## src/orc_regs_defs.vh

```
// Register offsets, field positions, reset values for the option bank
// Included by the register bank and its interrupt gate
`ifndef ORC_REGS_DEFS_VH
`define ORC_REGS_DEFS_VH

// Byte addresses on the APB window
`define ORC_ADDR_OSC_TRIM    8'h00
`define ORC_ADDR_SYS_OPT     8'h04
`define ORC_ADDR_IRQ_MASK    8'h08
`define ORC_ADDR_PWM_CTRL    8'h0c
`define ORC_ADDR_GIE         8'h10
`define ORC_ADDR_IRQ_STAT    8'h14

// Writable masks (reserved bits never stored)
`define ORC_MASK_OSC_TRIM    8'h1f
`define ORC_MASK_SYS_OPT     8'h3d
`define ORC_MASK_IRQ_MASK    8'hbf
`define ORC_MASK_PWM_CTRL    8'h07

// Reset values
`define ORC_RST_OSC_TRIM     8'h1f
`define ORC_RST_SYS_OPT      8'h0d
`define ORC_RST_IRQ_MASK     8'h00
`define ORC_RST_PWM_CTRL     8'h00

// Trim code field in the oscillator trim register
`define ORC_TRIM_HI          4
`define ORC_TRIM_LO          0

// Field positions in the second option register
`define ORC_LVR_HI           5
`define ORC_LVR_LO           4
`define ORC_RCM_HI           3
`define ORC_RCM_LO           2
`define ORC_WDT_BIT          0

// Field positions in the PWM control register
`define ORC_PWM_CAS_BIT      2
`define ORC_PWM_B_BIT        1
`define ORC_PWM_A_BIT        0

// Interrupt mask bit positions
`define ORC_IRQ_CMP          7
`define ORC_IRQ_PWM_B        5
`define ORC_IRQ_PWM_A        4
`define ORC_IRQ_ADC          3
`define ORC_IRQ_EXT          2
`define ORC_IRQ_PORT         1
`define ORC_IRQ_TMR          0

`define ORC_DATA_W           8
`define ORC_ZERO32           32'h00000000

`endif

```

## src/orc_regs.v

```verilog
// Option, interrupt mask and PWM control register bank on APB
// Assumes an APB master on mclk; peripherals consume the field outputs
//
// Overview of operation
// Trim register bits 7..5 store nothing and read zero.
// Trim code bits 4..0 reset to 11111, nominal frequency.
// Second option register bits 7..6 ignore writes, read zero.
// Bits 5..4 select undervolt reset level; 11 is power-on only.
// Bits 3..2 select oscillator frequency; 11, 4 MHz, is default.
// Converter bit-select bit 1 is held at zero always.
// Bit 0 selects watchdog period; one, 18 ms, is default.
// Each interrupt source enabled only when its mask bit is one.
// Global enable set and cleared by instructions; both needed.
// Mask bits: 7 cmp, 5 pwm b, 4 pwm a, 3 adc, 2 ext, 1 port, 0 tmr.
// Mask bit 6 is unused, ignores writes, reads zero.
// Software enables a source's mask bit before relying on it.
// PWM control bits 7..3 store nothing and read zero.
// PWM bit 2 selects cascade; zero gives two 8-bit channels.
// PWM bit 1 enables channel b; pin forced to output.
// PWM bit 0 enables channel a; pin driven as output.
// Reset loads stated defaults; the rest, interrupt enables too, zero.
`timescale 1ns/1ps
`include "orc_regs_defs.vh"

module orc_regs #(
  parameter DW = `ORC_DATA_W
) (
  // Clock and reset
  input  wire          mclk,
  input  wire          sys_rst,
  // APB slave
  input  wire          psel,
  input  wire          penable,
  input  wire          pwrite,
  input  wire [7:0]    paddr,
  input  wire [31:0]   pwdata,
  output reg  [31:0]   prdata,
  output wire          pready,
  output wire          pslverr,
  // Core instruction strobes
  input  wire          global_irq_on_instr,
  input  wire          global_irq_off_instr,
  // Interrupt source flags
  input  wire [DW-1:0] irq_flags,
  // Oscillator trim and option fields
  output wire [4:0]    osc_trim_code,
  output wire          undervolt_level_hi,
  output wire          undervolt_level_lo,
  output wire          osc_freq_sel_hi,
  output wire          osc_freq_sel_lo,
  output wire          converter_bit_sel,
  output wire          watchdog_period_sel,
  // Interrupt enables
  output wire          comparator_irq_en,
  output wire          pwm_b_irq_en,
  output wire          pwm_a_irq_en,
  output wire          conversion_done_irq_en,
  output wire          ext_pin_irq_en,
  output wire          port_change_irq_en,
  output wire          timer_overflow_irq_en,
  output wire          global_irq_en,
  output wire          irq_req,
  // PWM control
  output wire          pwm_cascade_sel,
  output wire          pwm_b_enable,
  output wire          pwm_a_enable,
  output wire          port_pin_six_force_out,
  output wire          port_pin_one_force_out
);

  reg  [DW-1:0] osc_trim_reg;
  reg  [DW-1:0] osc_trim_next;
  reg  [DW-1:0] sys_opt_reg;
  reg  [DW-1:0] sys_opt_next;
  reg  [DW-1:0] irq_mask_reg;
  reg  [DW-1:0] irq_mask_next;
  reg  [DW-1:0] pwm_ctrl_reg;
  reg  [DW-1:0] pwm_ctrl_next;
  reg           gie_reg;
  reg           gie_next;
  reg  [31:0]   rdata_next;
  wire [DW-1:0] irq_pending;
  wire          wr_acc;
  wire          rd_acc;
  wire [DW-1:0] wbyte;

  // Masked register update, used for every writable register but the global enable
  function [DW-1:0] merge_wr;
    input [DW-1:0] old_val;
    input [DW-1:0] new_val;
    input [DW-1:0] wmask;
    input          hit;
    begin
      if (hit) begin
        merge_wr = new_val & wmask;
      end else begin
        merge_wr = old_val & wmask;
      end
    end
  endfunction

  // Zero-extend a byte onto the 32-bit bus
  function [31:0] ext32;
    input [DW-1:0] v;
    begin
      ext32 = `ORC_ZERO32 | {{(32-DW){1'b0}}, v};
    end
  endfunction

  // Zero-wait slave: every access completes in its first access cycle
  assign pready  = 1'b1;
  assign pslverr = 1'b0;
  assign wr_acc  = psel & penable & pwrite;
  assign rd_acc  = psel & ~penable & ~pwrite;
  assign wbyte   = pwdata[DW-1:0];

  // Next-state for the register bank
  always @* begin
    osc_trim_next = merge_wr(osc_trim_reg, wbyte, `ORC_MASK_OSC_TRIM,
      wr_acc && paddr == `ORC_ADDR_OSC_TRIM);
    sys_opt_next  = merge_wr(sys_opt_reg, wbyte, `ORC_MASK_SYS_OPT,
      wr_acc && paddr == `ORC_ADDR_SYS_OPT);
    irq_mask_next = merge_wr(irq_mask_reg, wbyte, `ORC_MASK_IRQ_MASK,
      wr_acc && paddr == `ORC_ADDR_IRQ_MASK);
    pwm_ctrl_next = merge_wr(pwm_ctrl_reg, wbyte, `ORC_MASK_PWM_CTRL,
      wr_acc && paddr == `ORC_ADDR_PWM_CTRL);
    // Instruction strobes; enable wins if both come together
    gie_next = gie_reg;
    if (global_irq_off_instr) begin
      gie_next = 1'b0;
    end
    if (global_irq_on_instr) begin
      gie_next = 1'b1;
    end
    if (wr_acc && paddr == `ORC_ADDR_GIE) begin
      gie_next = wbyte[0];
    end
  end

  // Register state, loaded with defaults on reset
  always @(posedge mclk) begin
    if (sys_rst) begin
      osc_trim_reg <= `ORC_RST_OSC_TRIM;
      sys_opt_reg  <= `ORC_RST_SYS_OPT;
      irq_mask_reg <= `ORC_RST_IRQ_MASK;
      pwm_ctrl_reg <= `ORC_RST_PWM_CTRL;
      gie_reg      <= 1'b0;
    end else begin
      osc_trim_reg <= osc_trim_next;
      sys_opt_reg  <= sys_opt_next;
      irq_mask_reg <= irq_mask_next;
      pwm_ctrl_reg <= pwm_ctrl_next;
      gie_reg      <= gie_next;
    end
  end

  // Read mux; data latched in setup so it is stable in the access cycle
  always @* begin
    rdata_next = prdata;
    if (rd_acc) begin
      case (paddr)
        `ORC_ADDR_OSC_TRIM: rdata_next = ext32(osc_trim_reg);
        `ORC_ADDR_SYS_OPT:  rdata_next = ext32(sys_opt_reg);
        `ORC_ADDR_IRQ_MASK: rdata_next = ext32(irq_mask_reg);
        `ORC_ADDR_PWM_CTRL: rdata_next = ext32(pwm_ctrl_reg);
        `ORC_ADDR_GIE:      rdata_next = ext32({{(DW-1){1'b0}}, gie_reg});
        `ORC_ADDR_IRQ_STAT: rdata_next = ext32(irq_pending);
        default:            rdata_next = `ORC_ZERO32;
      endcase
    end
  end

  always @(posedge mclk) begin
    if (sys_rst) begin
      prdata <= `ORC_ZERO32;
    end else begin
      prdata <= rdata_next;
    end
  end

  // Interrupt gating; software must have set the mask bit first
  orc_irq_gate #(
    .W (DW)
  ) u_gate (
    .irq_mask    (irq_mask_reg),
    .global_en   (gie_reg),
    .irq_flags   (irq_flags),
    .irq_pending (irq_pending),
    .irq_req     (irq_req)
  );

  // Field outputs
  assign osc_trim_code       = osc_trim_reg[`ORC_TRIM_HI:`ORC_TRIM_LO];
  assign undervolt_level_hi  = sys_opt_reg[`ORC_LVR_HI];
  assign undervolt_level_lo  = sys_opt_reg[`ORC_LVR_LO];
  assign osc_freq_sel_hi     = sys_opt_reg[`ORC_RCM_HI];
  assign osc_freq_sel_lo     = sys_opt_reg[`ORC_RCM_LO];
  assign converter_bit_sel   = 1'b0;
  assign watchdog_period_sel = sys_opt_reg[`ORC_WDT_BIT];

  assign comparator_irq_en      = irq_mask_reg[`ORC_IRQ_CMP];
  assign pwm_b_irq_en           = irq_mask_reg[`ORC_IRQ_PWM_B];
  assign pwm_a_irq_en           = irq_mask_reg[`ORC_IRQ_PWM_A];
  assign conversion_done_irq_en = irq_mask_reg[`ORC_IRQ_ADC];
  assign ext_pin_irq_en         = irq_mask_reg[`ORC_IRQ_EXT];
  assign port_change_irq_en     = irq_mask_reg[`ORC_IRQ_PORT];
  assign timer_overflow_irq_en  = irq_mask_reg[`ORC_IRQ_TMR];
  assign global_irq_en          = gie_reg;

  // Channel enables also take the shared pins over as outputs
  assign pwm_cascade_sel        = pwm_ctrl_reg[`ORC_PWM_CAS_BIT];
  assign pwm_b_enable           = pwm_ctrl_reg[`ORC_PWM_B_BIT];
  assign pwm_a_enable           = pwm_ctrl_reg[`ORC_PWM_A_BIT];
  assign port_pin_six_force_out = pwm_ctrl_reg[`ORC_PWM_B_BIT];
  assign port_pin_one_force_out = pwm_ctrl_reg[`ORC_PWM_A_BIT];

endmodule // orc_regs

```

## src/orc_irq_gate.v

```verilog
// Interrupt gate: per-source enable AND global enable
// Assumes flags arrive as levels from peripherals outside this bank
`timescale 1ns/1ps
`include "orc_regs_defs.vh"

module orc_irq_gate #(
  parameter W = 8
) (
  // Enables
  input  wire [W-1:0] irq_mask,
  input  wire         global_en,
  // Source flags
  input  wire [W-1:0] irq_flags,
  // Result
  output wire [W-1:0] irq_pending,
  output wire         irq_req
);

  genvar i;
  // One gate per source; bit 6 mask is always zero so it never fires
  generate
    for (i = 0; i < W; i = i + 1) begin : g_src
      assign irq_pending[i] = irq_flags[i] & irq_mask[i];
    end
  endgenerate

  // Request only with both enables active
  assign irq_req = global_en & (|irq_pending);

endmodule // orc_irq_gate

```

## config.mk

```make
export PLATFORM = sky130hd
export DESIGN_NAME = orc_regs
export DESIGN_NICKNAME = d
export VERILOG_FILES = /design/src/orc_regs.v /design/src/orc_irq_gate.v
export VERILOG_INCLUDE_DIRS = /design/src
export SDC_FILE = /design/constraint.sdc
export NUM_CORES = 1
export LEC_CHECK = 0
export ABC_AREA = 0
export CORE_MARGIN = 1.5
export CORE_UTILIZATION = 60
export CTS_CLUSTER_DIAMETER = 150
export DETAILED_ROUTE_END_ITERATION = 8
export DONT_BUFFER_PORTS = 1
export GPL_ROUTABILITY_DRIVEN = 0
export GPL_TIMING_DRIVEN = 0
export PLACE_DENSITY = 0.76
export SLEW_MARGIN = 20
export SYNTH_ARGS = -nofsm -noshare
export SYNTH_HDL_FRONTEND = slang
export SYNTH_HIERARCHICAL = 1
export SYNTH_SLANG_ARGS = --single-unit
```

## constraint.sdc

```tcl
create_clock -name mclk -period 4.9 [get_ports mclk]
set_clock_uncertainty 0.2 [all_clocks]
set_input_delay 0.98 -clock mclk [delete_from_list [all_inputs] [get_ports mclk]]
set_output_delay 0.98 -clock mclk [all_outputs]
set_load 0.005 [all_outputs]
```

; Yosys cells after proc, flatten, opt, wreduce, memory -nomap -nowiden
; Cells that the tools add are included.
[totals]
ff_bits = 65
word_cells = 42
in_bits = 55
output_inout_bits = 59
[op_classes]
mux = 4
bitwise_logic = 15
n_reduce_logical = 8
n_eq_ne = 5
[ops]
columns = operator, n
row1 = $pmux W8 S6, 1
row2 = $eq A8 B4 Y1 const B, 2
row3 = $eq A8 B5 Y1 const B, 2
row4 = $and A1 B1 Y1, 13
row5 = $eq A8 B3 Y1 const B, 1
row6 = $logic_not A8 Y1, 1
row7 = $reduce_or A8 Y1, 1
row8 = $logic_and A1 B1 Y1, 5
row9 = $mux W1, 3
row10 = $reduce_bool A3 Y1, 1
row11 = $not A1 Y1, 2

; Depth between registers and ports, before layout
; Gate-level depths: netlist of the first run.
[logic_depth]
ltp_word = 4
mapped_depth = 6
ltp_nobuf = 4

; Modules after synthesis
; The synthesis of the first run kept the hierarchy.
[by_module_without_submodules]
columns = module, seq_area_each_um2, area_per_inst_um2, n_inst, cells_each
row1 = orc_regs, 580.6, 1605.3, 1, 182
row2 = orc_irq_gate, 0.0, 77.6, 1, 11

; Worst setup path after synthesis of the first run
; OpenSTA, ideal clock, no wires.
[synth_timing]
kind = input port to output port
startpoint = input irq_flags[4]
endpoint = output irq_req
setup_slack_ns = 1.788
required_ns = 3.720
n_path_buf = 0
t_arrival_ns = 1.932
cell_stages = 3
path_cell_list = and2_1 -> or4_1 -> o41a_1
[synth_via]
elab_chain_len = 3
[synth_lines]
columns = element, line
row1 = start: declaration, orc_regs.v:44  ; input wire [DW-1:0] irq_flags,
row2 = $and A1 B1 Y1, orc_irq_gate.v:23  ; assign irq_pending[i] = irq_flags[i] & irq_mask[i];
row3 = $reduce_or A8 Y1, orc_irq_gate.v:28  ; assign irq_req = global_en & (|irq_pending);
row4 = $and A1 B1 Y1, orc_irq_gate.v:28
row5 = end: declaration, orc_regs.v:62  ; output wire irq_req,
; Every way passes these cells.

; Worst setup path after layout of the first run
; Ends and elaborated chain as after synthesis.

==> summary.md, run 1 <==
| Metric | Value |
|---|---|
| Status | finished clean |
| Via count | 1421 |
| Fmax | 312.4 MHz |
| Core area | 2710 um2 |
| Drt pass-1 iters | 4 |
| Worst-Skew Late Latency | 0.34 ns |
| Setup TNS | 0 ns |
| Post-Synth Simple-Gate Area | 0.2238 |
| Number of DRC markers after the initial detailed-route iteration | 41 |
| Worst Path Arrival | 2.02 ns |
| Synth Area in Compound Gates | 0.1651 |
| Family with the most delay on the worst path | simple AND/OR/NAND/NOR gates |
| Slew HR | 0.6446 |
| Ant diodes | 0 |
| Post-CTS setup repair buffer count | 0 |
| Final setup violation count | 0 |
| Final Cell Area | 1879 um2 |
| Worst path max stage delay | 0.53 ns |
| Worst min path class | register to register |
| CTS max path bufs | 2 |
| Mux cell area share after synthesis | 0.09740 |
| Max-cap violations | 0 |
| Max-slew violation count | 0 |
| Crit-path max FO | 2 |
| Top post-synthesis cells by area | dfxtp_1, buf_4, mux2i_1 |
| Worst-path clk slew | 0.10 ns |
| Wire per inst | 15.26 um |
| Worst-Margin Slew | 0.5331 ns |
| Critical Path RT | 3.72 ns |
| Clock sink count | 29 |
| Most area-hungry cell type in the Yosys netlist | dfxtp_1 |
| Top cells by count, synth | buf_4, dfxtp_1, nor2_1 |
| Post-synthesis cell type count | 43 |
| Peak supply drop | 209.7 uV |
| TritonCTS clock tree | yes |
| Final ANT Viol Nets | 0 |
| RR Startpoint | irq_mask_reg[0]$_SDFFE_PP0P_ |
| GR Overflow Total | 0 |
| Starting Density | 0.6210 |
| Vias per cell | 5.508 |
| Routed wire length | 3.938 mm |
| Number of port buffers | 0 |
| Synth Area in XOR/XNOR | 0 |
| Ys flop type | dfxtp_1 |
| Top-count cell post-synth | buf_4 |
| Critical hold path startpoint | prdata[1]$_SDFFE_PP0P_ |
| Ratio of final minimum period to clock period | 0.6534 |
| RSZ-0062 raised after global routing | false |
| Yosys top cell area share | 0.3450 |
| CP bufs+invs | 0 |
| Number of flops mapped to enable cells by yosys | 0 |
| Yosys warns | 6 |
| Pin count of the biggest net entering global routing | 12 |
| Crit Path Category | primary input to output port |
| Area after DPL | 1819 um2 |
| Num ports | 114 |
| DPL Wire Length | 3.079 mm |
| Final Hold Vio Count | 0 |
| Row count | 19 |
| Setup crit end kind | output port |
| Mapped Area | 1683 um2 |
| Fin util | 0.6934 |
| Syn-to-layout area delta | 11.67% |
| Final min period | 3.201 ns |
| Pwr Total | 439.3 uW |
| Nets | 281 |
| Post-Synth Adder-Cell Area | 0 |
| CTS resizes | 0 |
| Leakage | 0.7861 nW |
| Asr flop ratio synth | 0 |
| Die W | 55.96 um |
| Initial antenna violation count | 0 |
| Die Y | 55.96 um |
| Max reg flops | 8 |
| Register area share after synthesis | 0.3450 |
| CTS hold repair buffers | 0 |
| First-pass GRT wire length | 5.975 mm |
| Die area | 3132 um2 |
| Slowest CP cell | or4_1 |
| Share of post-route cells with drive strength above 1 | 0.2247 |
| DR DRC count | 0 |
| Largest family of logic cells by synthesized area | simple AND/OR/NAND/NOR gates |
| PD cells | 233.8 nW/um2 |
| Max H-tree Level | 2 |
| Worst Setup Start Kind | primary input |
| Inserted Clock Buffers | 5 |
| Vias in the first global route | 1288 |
| Register bit count reported by yosys | 29 |
| Cells after Synth | 193 |
| Syn_area_per_cell | 8.720 um2 |
| Clk root buf | clkbuf_4 |
| Cell Chain, Critical Path | and2_1 > or4_1 > o41a_1 |
| GRT Util Overall | 0.2493 |
| CP Launch Point | irq_flags[4] |
[worst min-delay path: stages (launching register included)]
cell and delay, ns:
dfxtp_1 0.34, nand2_1 0.06, o21ai_1 0.05
[per-layer routing]
layer	part of all wire	GRT usage
met1	0.38	0.2785
met2	0.52	0.4286
met3	0.088	0.1000
met4	0.014	0.08503
met5	0	0
[through the flow]
stage                     cells  hold WS [ns]  worst slack (ns)
after floorplan             219        0.2455             1.788
after global placement      250        0.2604             1.717
after detailed placement    250        0.2714             1.703
after CTS                   258        0.2858             1.698
after global routing        258        0.2928             1.675
final                       258        0.2798             1.699
[kinds of logic after synthesis]
| group | count (synthesis) |
|---|---|
| compound gates | 38 |
| simple gates | 68 |
| buf+inv | 41 |
| other cells | 2 |
| flops | 29 |
| mux | 15 |
[path summary, 6_finish.rpt]
| kind | to | slack [ns] | cells after the start |
|---|---|---|---|
| worst max-delay path | irq_req | 1.70 | 3 |
| worst max register to register | prdata[0]$_SDFFE_PP0P_ | 3.41 | 4 |
| worst min-delay path | prdata[1]$_SDFFE_PP0P_ | 0.28 | 2 |
| worst min register to register | prdata[1]$_SDFFE_PP0P_ | 0.28 | 2 |
[area by class of cell]
type	count	area [um2]
Tap cell	31	38.79
Clock buffer	5	37.54
Inverter	1	3.754
Clock inverter	3	22.52
Fill cell	232	830.8
Sequential cell	29	580.6
Buffer	40	272.8
Multi-Input combinational cell	149	923.4
[cells in the final DEF, fill, tap and decap left out, types with 3 or more instances in the layout]
cell	count
a21oi_1	10
a22o_1	3
a22oi_1	10
and2_1	8
buf_2	5
buf_4	31
clkbuf_1	4
clkbuf_4	5
clkinvlp_4	3
conb_1	28
dfxtp_1	29
mux2i_1	13
nand2_1	8
nor2_1	22
nor2b_1	3
nor3_1	10
o21ai_1	3
[power breakdown]
group / total [mW] / switching [mW] / internal, mW
Combinational: 0.0521 / 0.0270 / 0.0252
Sequential: 0.237 / 0.000751 / 0.236
Clock: 0.150 / 0.0949 / 0.0554
Note: power is estimated with default switching activity, not from simulation.
==> inputs of run 2 (changes only) <==
Settings changed: CORE_UTILIZATION 60 to 56, PLACE_DENSITY 0.76 to 0.74.
Clock period 4.9 ns to 2.7 ns, I/O delays scaled along.
==> run 2 against run 1 <==
Against the previous run: the flow now finishes with violations (design-rule violations); combinational power grew 81%; cell area grew 0.67%; sequential power grew 81%; critical path type is now register to output port; global-route usage shrank 0.24 points; register-to-register slack lost 2.2 ns.
==> summary.md, run 2 (synthesis gave the netlist of run 1 again) <==
| Metric | Value |
|---|---|
| Status | finished, violations left |
| Failing checks | design-rule violations |
| Reg2reg setup slack | 1.20 ns |
| Dpl ws | 0.3835 ns |
| DPL Wire Length | 3.101 mm |
| PD cells | 454.4 nW/um2 |
| Routed wire length | 3.947 mm |
| TritonCTS clock tree | yes |
| Family with the most delay on the worst path | simple AND/OR/NAND/NOR gates |
| Worst Setup Start Kind | register |
| Setup TNS | 0 ns |
| Inserted Clock Buffers | 5 |
| Initial antenna violation count | 0 |
| CP bufs+invs | 0 |
| Pint | 662.4 uW |
| Crit-path max FO | 4 |
| Gate power share | 0.110 |
| GRT Util Overall | 0.2469 |
| RSZ-0062 raised after global routing | false |
| DR DRC count | 8 |
| Max H-tree Level | 2 |
| Vias in the first global route | 1337 |
| CP Launch Point | irq_mask_reg[4]$_SDFFE_PP0P_ |
| Final Cell Area | 1892 um2 |
| Via count | 1417 |
| Final min period | 2.512 ns |
| Post-CTS setup repair buffer count | 0 |
| Drt pass-1 iters | 6 |
| First-pass GRT wire length | 6.237 mm |
| Final ANT Viol Nets | 0 |
| Worst path max stage delay | 0.54 ns |
| Worst min path class | primary input to register |
| Fmax | 398.1 MHz |
| Number of DRC markers after the initial detailed-route iteration | 99 |
| Worst setup endpoint | irq_req |
| Die W | 57.82 um |
| Placed cell count | 250 |
| GR Overflow Total | 0 |
| Number of port buffers | 0 |
| Flop pwr share | 0.500 |
| Pin count of the biggest net entering global routing | 11 |
| Starting Density | 0.5999 |
| Die Y | 57.82 um |
| Slowest CP cell | or4_1 |
| R2R depth | 4 |
| Max-cap violations | 0 |
| Stages on worst setup path | 3 |
| Crit Path Category | register to output port |
| Clock group share of total power | 0.390 |
| Worst-Margin Slew | 0.5330 ns |
| Setup crit end kind | output port |
| Clock sink count | 29 |
| Ratio of final minimum period to clock period | 0.9303 |
| CTS hold repair buffers | 0 |
| Num ports | 114 |
| Peak supply drop | 335.8 uV |
| Most common cell after layout, fill and taps aside | buf_4 |
| Wire per inst | 15.36 um |
| Cell Chain, Critical Path | and2_1 > or4_1 > o41a_1 |
| Ant diodes | 0 |
| Worst-Skew Late Latency | 0.33 ns |
| CTS resizes | 0 |
| Syn-to-layout area delta | 12.42% |
| Row count | 19 |
| Final Worst Setup Slack | 0.1882 ns |
| Final setup violation count | 0 |
| Clk root buf | clkbuf_4 |
| Max reg flops | 8 |
| Area after DPL | 1819 um2 |
| Critical Path RT | 1.96 ns |
| Worst Hold Path Cells | 2 |
| Core area | 2805 um2 |
| Fin util | 0.6744 |
| Fin cells | 257 |
| Die area | 3343 um2 |
| Worst-path clk slew | 0.09 ns |
| Worst Path Arrival | 1.77 ns |
| Slew HR | 0.6446 |
| Reg-to-reg endpoint | prdata[0]$_SDFFE_PP0P_ |
| Share of post-route cells with drive strength above 1 | 0.2212 |
| Net switching power | 197.3 uW |
| Switching share of power | 0.2295 |
| Commonest cells after routing, fill and taps aside | buf_4, dfxtp_1, conb_1, nor2_1, mux2i_1 |
| Max-slew violation count | 0 |
| CTS max path bufs | 2 |
| Final Hold Vio Count | 0 |
| Leakage | 0.8037 nW |
| RR Startpoint | irq_mask_reg[0]$_SDFFE_PP0P_ |
| Vias per cell | 5.514 |
| Nets | 281 |
[run 2: worst min-delay path by stage]
stage,from,to,slack (ns)
CTS,pwdata[0],global_irq_en$_SDFFE_PP0P_,0.14
global route,pwdata[0],global_irq_en$_SDFFE_PP0P_,0.14
floorplan,prdata[7]$_SDFFE_PP0P_,prdata[7]$_SDFFE_PP0P_,0.25
finish,pwdata[0],global_irq_en$_SDFFE_PP0P_,0.15
global placement,prdata[1]$_SDFFE_PP0P_,prdata[1]$_SDFFE_PP0P_,0.26
detailed placement,prdata[1]$_SDFFE_PP0P_,prdata[1]$_SDFFE_PP0P_,0.27
[run 2: layout make-up]
type | count | area [um2]
Multi-Input combinational cell | 149 | 923.4
Fill cell | 246 | 913.4
Sequential cell | 29 | 580.6
Buffer | 40 | 272.8
Tap cell | 31 | 38.79
Clock buffer | 5 | 37.54
Clock inverter | 2 | 35.03
Inverter | 1 | 3.754
[run 2: worst reg2reg max path: cells and delay by family, from the launching register on]
kind	cells	cell delay (ns)
compound gates	3	0.62
flops	1	0.41
simple gates	1	0.19
[run 2: power groups by stage]
stage	clock, mW	sequential [mW]	combinational (mW)
after CTS	0.343	0.430	0.0909
after detailed placement	0	0.440	0.0904
final	0.336	0.430	0.0943
after global routing	0.366	0.430	0.104
after floorplan	0	0.439	0.0801
after global placement	0	0.440	0.0899
[run 2: layer usage]
layer	GRT usage	vias to the layer above	share of wire
li1	-	700	-
met1	0.2881	636	0.41
met2	0.4107	74	0.48
met3	0.08705	7	0.099
met4	0.1030	0	0.012
met5	0	-	0
[run 2: metrics by stage]
stage	total power, mW	hold slack [ns]
2_1_floorplan	0.5196	0.2455
3_5_place_dp	0.5303	0.2662
6_report	0.8597	0.1483
3_3_place_gp	0.5298	0.2601
5_1_grt	0.9005	0.1384
4_1_cts	0.8636	0.1430
